$ cat src/rtl/riw_pkg.sv
// shared constants and types of the reset and idle wake-up controller
package riw_pkg;

  // ==========================================================
  // timing
  localparam int SYS_CLK_MHZ = 50;
  localparam int SYS_CLK_PERIOD_NS = 1000 / SYS_CLK_MHZ;
  localparam int RESET_MIN_PERIODS = 3;
  localparam int LIGHT_WAKE_PERIODS = 3;
  localparam int DEEP_WAKE_TICKS = 2;
  localparam int SOFT_RESET_PERIODS = 3;
  localparam int CNT_W = 2;
  localparam logic [CNT_W-1:0] LIGHT_WAKE_LAST = CNT_W'(LIGHT_WAKE_PERIODS - 1);
  localparam logic [CNT_W-1:0] DEEP_WAKE_LAST = CNT_W'(DEEP_WAKE_TICKS - 1);
  localparam logic [CNT_W-1:0] SOFT_RESET_LAST = CNT_W'(SOFT_RESET_PERIODS - 1);

  // ==========================================================
  // widths and reset values
  localparam int N_EXT_INT = 2;
  localparam int N_PERIPH_DEF = 8;
  localparam int ADDR_W = 21;
  localparam int BANK_W = 2;
  localparam int DATA_W = 16;
  localparam int N_CS = 4;
  localparam logic RTC_LOSS_RESET = 1'b1;

  // ==========================================================
  // types
  typedef enum logic [2:0] {
    ST_RESET,
    ST_CLKGEN,
    ST_BOOT,
    ST_ACTIVE,
    ST_IDLE_LIGHT,
    ST_IDLE_DEEP,
    ST_WAKE,
    ST_SOFT_RESET
  } riw_state_t;

  // levels of the memory and serial pins that this block owns
  typedef struct packed {
    logic [N_CS-1:0] chip_select_n;
    logic [1:0] byte_mask_n;
    logic output_enable_n;
    logic write_enable_n;
    logic flag_output_pin;
    logic serial_clk;
    logic card_clk;
    logic data_oe_n;
    logic [ADDR_W-1:0] mem_addr;
    logic [BANK_W-1:0] mem_bank;
  } riw_pins_t;

  // what the running memory and serial logic asks for outside reset
  typedef struct packed {
    logic [N_CS-1:0] chip_select_n;
    logic [1:0] byte_mask_n;
    logic output_enable_n;
    logic write_enable_n;
    logic serial_clk;
    logic card_clk;
    logic data_oe_n;
    logic [ADDR_W-1:0] mem_addr;
    logic [BANK_W-1:0] mem_bank;
  } riw_pin_req_t;

  localparam riw_pins_t PINS_AT_RESET = '{
    chip_select_n: '1,
    byte_mask_n: '1,
    output_enable_n: 1'b1,
    write_enable_n: 1'b1,
    flag_output_pin: 1'b1,
    serial_clk: 1'b0,
    card_clk: 1'b0,
    data_oe_n: 1'b1,
    mem_addr: '0,
    mem_bank: '1
  };

endpackage : riw_pkg

$ cat src/rtl/riw_ctrl.sv
// reset sequencing, pin states at reset and wake-up from the idle modes
`timescale 1ns/1ps
`default_nettype none

module riw_ctrl
  import riw_pkg::*;
#(
  parameter int N_PERIPH = riw_pkg::N_PERIPH_DEF,
  parameter int N_MUX = 6
) (
  input wire logic clk_sys,
  input wire logic rstn,
  input wire logic rtc_por_n,
  input wire logic rtc_loss_clear,
  input wire logic cpu_soft_reset,
  input wire logic [N_PERIPH-1:0] periph_reset_req,
  input wire logic idle_enter,
  input wire logic idle_deep_sel,
  input wire logic clock_source_select,
  input wire logic ref_clk_tick,
  input wire logic rtc_clk_tick,
  input wire logic wake_input_pin,
  input wire logic [riw_pkg::N_EXT_INT-1:0] external_interrupt_pin,
  input wire logic rtc_interrupt,
  input wire logic [N_PERIPH-1:0] periph_int,
  input wire logic [N_PERIPH-1:0] periph_int_enable,
  input wire logic flag_request,
  input wire riw_pkg::riw_pin_req_t pin_req,
  input wire logic [N_MUX-1:0] external_bus_pin_select,
  input wire logic [N_MUX-1:0] mux_src_a,
  input wire logic [N_MUX-1:0] mux_src_b,
  output riw_pkg::riw_pins_t pins,
  output logic [N_MUX-1:0] mux_pin_out,
  output logic clock_gen_enable,
  output logic system_clock_bypass,
  output logic clk_src_ref,
  output logic boot_start,
  output logic cpu_active,
  output logic cpu_reset_n,
  output logic [N_PERIPH-1:0] periph_reset_n,
  output logic [N_PERIPH-1:0] int_pending,
  output logic wake_event,
  output logic rtc_power_loss_flag
);
  import riw_pkg::*;

  if (N_PERIPH < 1 || N_MUX < 1) begin : g_param_check
    $error("riw_ctrl: N_PERIPH and N_MUX must be at least 1");
  end

  // ==========================================================
  // synchronisers
  localparam int SYNC_W = 3 + N_EXT_INT + N_PERIPH;

  logic rst_sync;
  logic [SYNC_W-1:0] sync_in;
  logic [SYNC_W-1:0] sync_out;
  logic wake_s;
  logic rtc_int_s;
  logic idle_deep_s;
  logic [N_EXT_INT-1:0] ext_int_s;
  logic [N_PERIPH-1:0] periph_int_s;
  logic wake_q;
  logic [N_EXT_INT-1:0] ext_int_q;
  logic rtc_int_q;

  // release of reset is seen a full two edges late, assertion at once
  riw_sync2 #(.WIDTH(1), .RESET_VALUE(1'b0)) u_rst_sync (
    .clk_sys(clk_sys),
    .rstn(rstn),
    .d(1'b1),
    .q(rst_sync)
  );

  assign sync_in = {idle_deep_sel, wake_input_pin, rtc_interrupt, external_interrupt_pin,
                    periph_int};

  riw_sync2 #(.WIDTH(SYNC_W), .RESET_VALUE('0)) u_in_sync (
    .clk_sys(clk_sys),
    .rstn(rstn),
    .d(sync_in),
    .q(sync_out)
  );

  assign periph_int_s = sync_out[N_PERIPH-1:0];
  assign ext_int_s = sync_out[N_PERIPH +: N_EXT_INT];
  assign rtc_int_s = sync_out[N_PERIPH + N_EXT_INT];
  assign wake_s = sync_out[N_PERIPH + N_EXT_INT + 1];
  assign idle_deep_s = sync_out[N_PERIPH + N_EXT_INT + 2];

  // ==========================================================
  // wake sources
  riw_state_t state;
  riw_state_t next_state;
  logic [CNT_W-1:0] cnt;
  logic [CNT_W-1:0] next_cnt;
  logic woke_from_deep;

  logic wake_rise;
  logic ext_rise;
  logic rtc_rise;
  logic [N_PERIPH-1:0] masked_int;
  logic in_light;
  logic in_deep;
  logic light_wake;
  logic deep_wake;
  logic src_tick;
  logic ref_selected;

  assign wake_rise = wake_s & ~wake_q;
  assign ext_rise = |(ext_int_s & ~ext_int_q);
  assign rtc_rise = rtc_int_s & ~rtc_int_q;
  assign masked_int = periph_int_s & periph_int_enable;
  assign in_light = (state == ST_IDLE_LIGHT);
  assign in_deep = (state == ST_IDLE_DEEP);
  // external pins count as wake only while idle; while the cpu is active their edges are ignored
  assign light_wake = in_light & (ext_rise | rtc_rise | (|masked_int));
  assign deep_wake = in_deep & (ext_rise | rtc_rise | wake_rise);
  assign ref_selected = clock_source_select;
  assign src_tick = ref_selected ? ref_clk_tick : rtc_clk_tick;

  // ==========================================================
  // sequencer
  always_comb begin
    next_state = state;
    next_cnt = cnt;
    case (state)
      ST_RESET: begin
        if (rst_sync) begin
          next_state = ST_CLKGEN;
        end
      end
      ST_CLKGEN: next_state = ST_BOOT;
      ST_BOOT: next_state = ST_ACTIVE;
      ST_ACTIVE: begin
        if (cpu_soft_reset) begin
          next_state = ST_SOFT_RESET;
          next_cnt = '0;
        end else if (idle_enter) begin
          next_state = idle_deep_s ? ST_IDLE_DEEP : ST_IDLE_LIGHT;
        end
      end
      ST_IDLE_LIGHT: begin
        if (light_wake) begin
          next_state = ST_WAKE;
          next_cnt = '0;
        end
      end
      ST_IDLE_DEEP: begin
        if (deep_wake) begin
          next_state = ST_WAKE;
          next_cnt = '0;
        end
      end
      ST_WAKE: begin
        // the second tick after the event guarantees a full source period
        if (woke_from_deep) begin
          if (src_tick) begin
            next_cnt = cnt + 1'b1;
            if (cnt == DEEP_WAKE_LAST) begin
              next_state = ST_ACTIVE;
            end
          end
        end else begin
          next_cnt = cnt + 1'b1;
          if (cnt == LIGHT_WAKE_LAST) begin
            next_state = ST_ACTIVE;
          end
        end
      end
      ST_SOFT_RESET: begin
        next_cnt = cnt + 1'b1;
        if (cnt == SOFT_RESET_LAST) begin
          next_state = ST_BOOT;
        end
      end
      default: next_state = ST_RESET;
    endcase
  end

  always_ff @(posedge clk_sys or negedge rstn) begin
    if (!rstn) begin
      state <= ST_RESET;
      cnt <= '0;
      woke_from_deep <= 1'b0;
      wake_q <= 1'b0;
      ext_int_q <= '0;
      rtc_int_q <= 1'b0;
    end else begin
      state <= next_state;
      cnt <= next_cnt;
      wake_q <= wake_s;
      ext_int_q <= ext_int_s;
      rtc_int_q <= rtc_int_s;
      if (in_light || in_deep) begin
        woke_from_deep <= in_deep;
      end
    end
  end

  // ==========================================================
  // control outputs
  logic running;
  logic next_running;
  logic next_cpu_held;
  assign running = (state != ST_RESET);
  assign next_running = (next_state != ST_RESET);
  // cpu stays in reset while the generator starts, so it never runs unclocked
  assign next_cpu_held = (next_state == ST_RESET) || (next_state == ST_CLKGEN) ||
                         (next_state == ST_SOFT_RESET);

  always_ff @(posedge clk_sys or negedge rstn) begin
    if (!rstn) begin
      clock_gen_enable <= 1'b0;
      system_clock_bypass <= 1'b0;
      clk_src_ref <= 1'b0;
      boot_start <= 1'b0;
      cpu_active <= 1'b0;
      cpu_reset_n <= 1'b0;
      periph_reset_n <= '0;
      int_pending <= '0;
      wake_event <= 1'b0;
    end else begin
      clock_gen_enable <= next_running && (next_state != ST_IDLE_DEEP);
      system_clock_bypass <= (next_state == ST_IDLE_DEEP);
      clk_src_ref <= ref_selected;
      boot_start <= (next_state == ST_BOOT) && (state != ST_BOOT);
      cpu_active <= (next_state == ST_ACTIVE);
      cpu_reset_n <= !next_cpu_held;
      periph_reset_n <= running ? ~periph_reset_req : '0;
      int_pending <= masked_int;
      wake_event <= light_wake | deep_wake;
    end
  end

  // ==========================================================
  // pin states
  riw_pins_t next_pins;
  logic [N_MUX-1:0] next_mux;

  assign next_pins = running ? '{
    chip_select_n: pin_req.chip_select_n,
    byte_mask_n: pin_req.byte_mask_n,
    output_enable_n: pin_req.output_enable_n,
    write_enable_n: pin_req.write_enable_n,
    flag_output_pin: flag_request,
    serial_clk: pin_req.serial_clk,
    card_clk: pin_req.card_clk,
    data_oe_n: pin_req.data_oe_n,
    mem_addr: pin_req.mem_addr,
    mem_bank: pin_req.mem_bank
  } : PINS_AT_RESET;
  // muxed pins driven low in reset; select bit high picks source b
  assign next_mux = running ? ((mux_src_b & external_bus_pin_select) |
                               (mux_src_a & ~external_bus_pin_select)) : '0;

  always_ff @(posedge clk_sys or negedge rstn) begin
    if (!rstn) begin
      pins <= PINS_AT_RESET;
      mux_pin_out <= '0;
    end else begin
      pins <= next_pins;
      mux_pin_out <= next_mux;
    end
  end

  // ==========================================================
  // rtc domain flag
  // only the rtc supply monitor sets it; hardware reset leaves it alone
  always_ff @(posedge clk_sys or negedge rtc_por_n) begin
    if (!rtc_por_n) begin
      rtc_power_loss_flag <= RTC_LOSS_RESET;
    end else if (rtc_loss_clear) begin
      rtc_power_loss_flag <= ~RTC_LOSS_RESET;
    end
  end

endmodule : riw_ctrl

`default_nettype wire

$ cat src/rtl/riw_sync2.sv
// two-stage level synchroniser with a constant reset value
`timescale 1ns/1ps
`default_nettype none

module riw_sync2 #(
  parameter int WIDTH = 1,
  parameter logic [WIDTH-1:0] RESET_VALUE = '0
) (
  input wire logic clk_sys,
  input wire logic rstn,
  input wire logic [WIDTH-1:0] d,
  output logic [WIDTH-1:0] q
);

  logic [WIDTH-1:0] stage1;

  // stage1 feeds only the second stage, never any other logic
  always_ff @(posedge clk_sys or negedge rstn) begin
    if (!rstn) begin
      stage1 <= RESET_VALUE;
      q <= RESET_VALUE;
    end else begin
      stage1 <= d;
      q <= stage1;
    end
  end

endmodule : riw_sync2

`default_nettype wire

$ cat config.mk
export PLATFORM = sky130hd
export DESIGN_NAME = riw_ctrl
export DESIGN_NICKNAME = d
export VERILOG_FILES = /design/src/rtl/riw_pkg.sv /design/src/rtl/riw_ctrl.sv /design/src/rtl/riw_sync2.sv
export SDC_FILE = /design/constraint.sdc
export NUM_CORES = 1
export LEC_CHECK = 0
export BUFFER_PORTS_ARGS = -buffer_cell sky130_fd_sc_hd__buf_2
export CORE_UTILIZATION = 41
export DETAILED_ROUTE_END_ITERATION = 8
export GPL_TIMING_DRIVEN = 1
export HOLD_SLACK_MARGIN = 0.05
export PLACE_DENSITY = 0.74
export SLEW_MARGIN = 20
export SYNTH_ARGS = -nofsm -noshare
export SYNTH_HDL_FRONTEND = slang
export SYNTH_HIERARCHICAL = 1
export SYNTH_SLANG_ARGS = --single-unit
export TNS_END_PERCENT = 50
$ cat constraint.sdc
create_clock -name clk_sys -period 1.6 [get_ports clk_sys]
set_input_delay 0.24 -clock clk_sys [delete_from_list [all_inputs] [get_ports clk_sys]]
set_output_delay 0.24 -clock clk_sys [all_outputs]
set_load 0.05 [all_outputs]
==> flow_summary.json <==
{
  "post-layout-total-power_w": 0.00687,
  "grt_pass1_vias": 2504,
  "fin_skew_ns": 0.0106,
  "cts.htree.levels": 3,
  "totalWireLength_mm": 7.29,
  "final_common_cell": "sky130_fd_sc_hd__buf_2",
  "crit_path_capture_type": "flip-flop",
  "ctsLongestPathBuffers": 2,
  "port_buffers": 155,
  "setup_viol_count_final": 2,
  "synth_cell_types": 33,
  "detail_route.wl_per_cell_um": 13.3,
  "cp.arrival_ns": 1.90,
  "share_of_the_yosys_chip_area_belonging_to_registers": 0.764,
  "max_slew.worst_pin.slew_ns": 0.520,
  "largest_net_degree_at_the_start_of_global_routing": 53,
  "drive_above_1_share": 0.530,
  "timing.critical_path.slowest_stage_cell": "sky130_fd_sc_hd__dfrtp_1",
  "report.final.hold_viol_count": 0,
  "cts.clk_slew.worst_paths_ns": 0.09,
  "failed_checks": "negative setup slack",
  "dp.final_hpwl_mm": 4.83,
  "fin_nets": 533,
  "crit_path_cell_trace": "or3b_1 -> a21oi_2 -> o22ai_2 -> or3_4 -> a31oi_4",
  "globalRoute.totalOverflow": 0,
  "tritoncts.num_buffers": 9,
  "crit_type": "reg -> reg",
  "clock_latency_ns": 0.35,
  "leakagePower_nw": 2.49,
  "placement.cell_area_um2": 4370,
  "core_area_um2": 7890,
  "io-pin-count": 156,
  "dieArea_um2": 8650,
  "period_utilization": 1.02,
  "crit_required_ns": 1.87,
  "netlist_instances": 240,
  "antenna_violations_before_repair": 0,
  "result_of_the_run": "complete, but fails checks",
  "fp.dieH_um": 93.0,
  "dr_total_vias": 2536,
  "cts_root_buffer": "sky130_fd_sc_hd__clkbuf_8",
  "layout.cells.most_common_list": "sky130_fd_sc_hd__buf_2 (154), sky130_fd_sc_hd__dfrtp_1 (88), sky130_fd_sc_hd__nor2b_1 (25), sky130_fd_sc_hd__dlygate4sd3_1 (25), sky130_fd_sc_hd__nor2_1 (19)",
  "start_util": 0.431,
  "drt-pass1-iter-count": 4,
  "first_pass_grt_wire_length_mm": 11.0,
  "vdd.ir_drop.worst_v": 0.000615,
  "power_density_nw_per_um2": 1370,
  "final_area_um2": 5010,
  "peak_clock_frequency_supported_by_timing_ghz": 0.612,
  "fin_ws_ns": -0.0353,
  "synth.net_count": 333,
  "gpl.final_weighted_congestion": 0.871,
  "yosysWarnings": 6,
  "register_bit_count_reported_by_yosys": 103,
  "timing.max_slew.rel_slack": 0.650,
  "antennaDiodeCount": 0,
  "syn-mean-instance-area_um2": 14.2,
  "cts_tree": "built",
  "grt_util_all_layers": 0.167,
  "synth_to_final_area_change_pct": 47.5,
  "min_path_type": "in -> reg",
  "count_of_maximum_capacitance_violations": 0,
  "worst_path_dominant_cell_family": "simple AND/OR/NAND/NOR gates",
  "initialDrtViolationCount": 38,
  "clock_sinks": 103,
  "cpPeakStageDelay_ns": 0.39,
  "worstSetupStartpointType": "flip-flop",
  "antenna_left": 0,
  "maxSlewViolCount": 0,
  "drt_drc_violations_left": 0,
  "final_period_minus_worst_setup_slack_ns": 1.64,
  "via_per_inst": 4.64,
  "timing.setup.tns_ns": -0.0361,
  "grt_setup_unrepaired": "yes",
  "place_worst_setup_slack_ns": -0.0581,
  "finalCoreUtilization": 0.635,
  "chipWidth_um": 93.0,
  "crit_fanout": 3,
  "worst-path-buf-inv": 0,
  "fp-row-count": 32,
  "synth.cell_area_um2": 3400
}
[kinds of logic (layout without fill, tap and decap cells)]
group,after synthesis,in the layout,share of synthesized area
compound gates,21,21,0.0405
fa+ha+maj,2,2,0.00737
buf+inv,15,220,0.0177
flops,103,103,0.764
mux,8,8,0.0239
other cells,1,1,0.00110
simple gates,90,90,0.146
[metrics by stage]
stage          hold WS, ns  instances
2_1_floorplan      -0.0556        240
3_3_place_gp         0.172        497
3_5_place_dp         0.174        497
4_1_cts             0.0631        545
5_1_grt             0.0659        547
6_report            0.0773        547
[state kept, by name, summed over array words and instances, names as in the netlist, 2 cells and up]
name,flops
int_pending,8
state,3
mux_pin_out,6
pins,35
u_in_sync/stage1,13
ext_int_q,2
periph_reset_n,8
cnt,2
u_in_sync/q,13
[where the power goes]
part	leakage, nW	switching [W]	internal (W)	total [W]
Sequential	1.20	0.000172	0.00292	0.00309
Combinational	1.19	0.00138	0.000770	0.00215
Clock	0.107	0.000818	0.000816	0.00163
Total	2.49	0.00237	0.00450	0.00687
[cell usage after synthesis]
master | count | area [um2]
sky130_fd_sc_hd__nand2b_1 | 3 | 18.8
sky130_fd_sc_hd__a311oi_1 | 1 | 8.76
sky130_fd_sc_hd__conb_1 | 1 | 3.75
sky130_fd_sc_hd__and2_1 | 8 | 50.1
sky130_fd_sc_hd__nor4_1 | 1 | 6.26
sky130_fd_sc_hd__inv_1 | 7 | 26.3
sky130_fd_sc_hd__buf_2 | 3 | 15.0
sky130_fd_sc_hd__nor2_1 | 20 | 75.1
sky130_fd_sc_hd__dfstp_2 | 13 | 342
sky130_fd_sc_hd__o311ai_0 | 1 | 8.76
sky130_fd_sc_hd__a21oi_1 | 4 | 20.0
sky130_fd_sc_hd__a31oi_1 | 2 | 12.5
sky130_fd_sc_hd__mux2i_1 | 7 | 70.1
sky130_fd_sc_hd__and3_1 | 1 | 6.26
sky130_fd_sc_hd__nor3_1 | 4 | 20.0
sky130_fd_sc_hd__nand2_1 | 7 | 26.3
sky130_fd_sc_hd__nand3_1 | 4 | 20.0
sky130_fd_sc_hd__nor2b_1 | 25 | 156
sky130_fd_sc_hd__ha_1 | 2 | 25.0
sky130_fd_sc_hd__or3b_1 | 1 | 8.76
sky130_fd_sc_hd__or3_4 | 1 | 11.3
sky130_fd_sc_hd__o21ai_0 | 5 | 25.0
sky130_fd_sc_hd__dfrtp_1 | 90 | 2250
sky130_fd_sc_hd__o22ai_1 | 2 | 12.5
sky130_fd_sc_hd__a311o_1 | 1 | 10.0
sky130_fd_sc_hd__nor4b_1 | 1 | 8.76
sky130_fd_sc_hd__mux2_2 | 1 | 11.3
sky130_fd_sc_hd__clkbuf_1 | 5 | 18.8
sky130_fd_sc_hd__o221ai_1 | 1 | 8.76
sky130_fd_sc_hd__a41oi_1 | 1 | 8.76
sky130_fd_sc_hd__nand4_1 | 2 | 12.5
sky130_fd_sc_hd__a22oi_1 | 3 | 22.5
sky130_fd_sc_hd__or2_2 | 12 | 75.1
[final timing paths]
check / start / end / slack, ns / cells past startpoint
max: u_in_sync/q[12]$_DFF_PN0_ / cpu_reset_n$_DFF_PN0_ / -0.04 / 5
min: pin_req[26] / pins[27]$_DFF_PN1_ / 0.08 / 2
max reg2reg: u_in_sync/q[12]$_DFF_PN0_ / cpu_reset_n$_DFF_PN0_ / -0.04 / 5
min reg2reg: u_rst_sync/stage1$_DFF_PN0_ / u_rst_sync/q$_DFF_PN0_ / 0.35 / 0
max in group asynchronous: rstn / pins[0]$_DFF_PN1_ / 0.64 / 3
min in group asynchronous: rtc_por_n / rtc_power_loss_flag$_DFFE_PN1P_ / 0.35 / 2
[worst register-to-register path: stages (launching register included)]
cell and delay (ns):
sky130_fd_sc_hd__dfrtp_1 0.39, sky130_fd_sc_hd__or3b_1 0.37, sky130_fd_sc_hd__a21oi_2 0.17, sky130_fd_sc_hd__o22ai_2 0.10
sky130_fd_sc_hd__or3_4 0.37, sky130_fd_sc_hd__a31oi_4 0.16
[layer usage]
layer	track usage	vias to the layer above	wire [um]
li1	-	1178	-
met1	0.187	1221	2760
met4	0.0936	0	264
met5	0	-	0
met3	0.0512	26	510
met2	0.284	111	3750
[final cells by class]
cell class / count / area, um2
well taps: 102 / 128
multi-input cells: 122 / 852
fillers: 617 / 2880
clock buffers: 12 / 155
flip-flops and latches: 103 / 2600
clock inverters: 4 / 52.6
repair buffers: 197 / 1200
inverters: 7 / 26.3
[what timing repair did]
action | 4_1_cts | 5_1_grt
setup buffers | 7 | 2
hold buffers | 25 | 0
endpoints found under the setup margin | 3 | 9
pin swaps | 2 | 5
hold endpoints to repair | 53 | 0
cloned | 0 | 0
resized for setup | 4 | 25
Power figures use the tool's default switching activity.
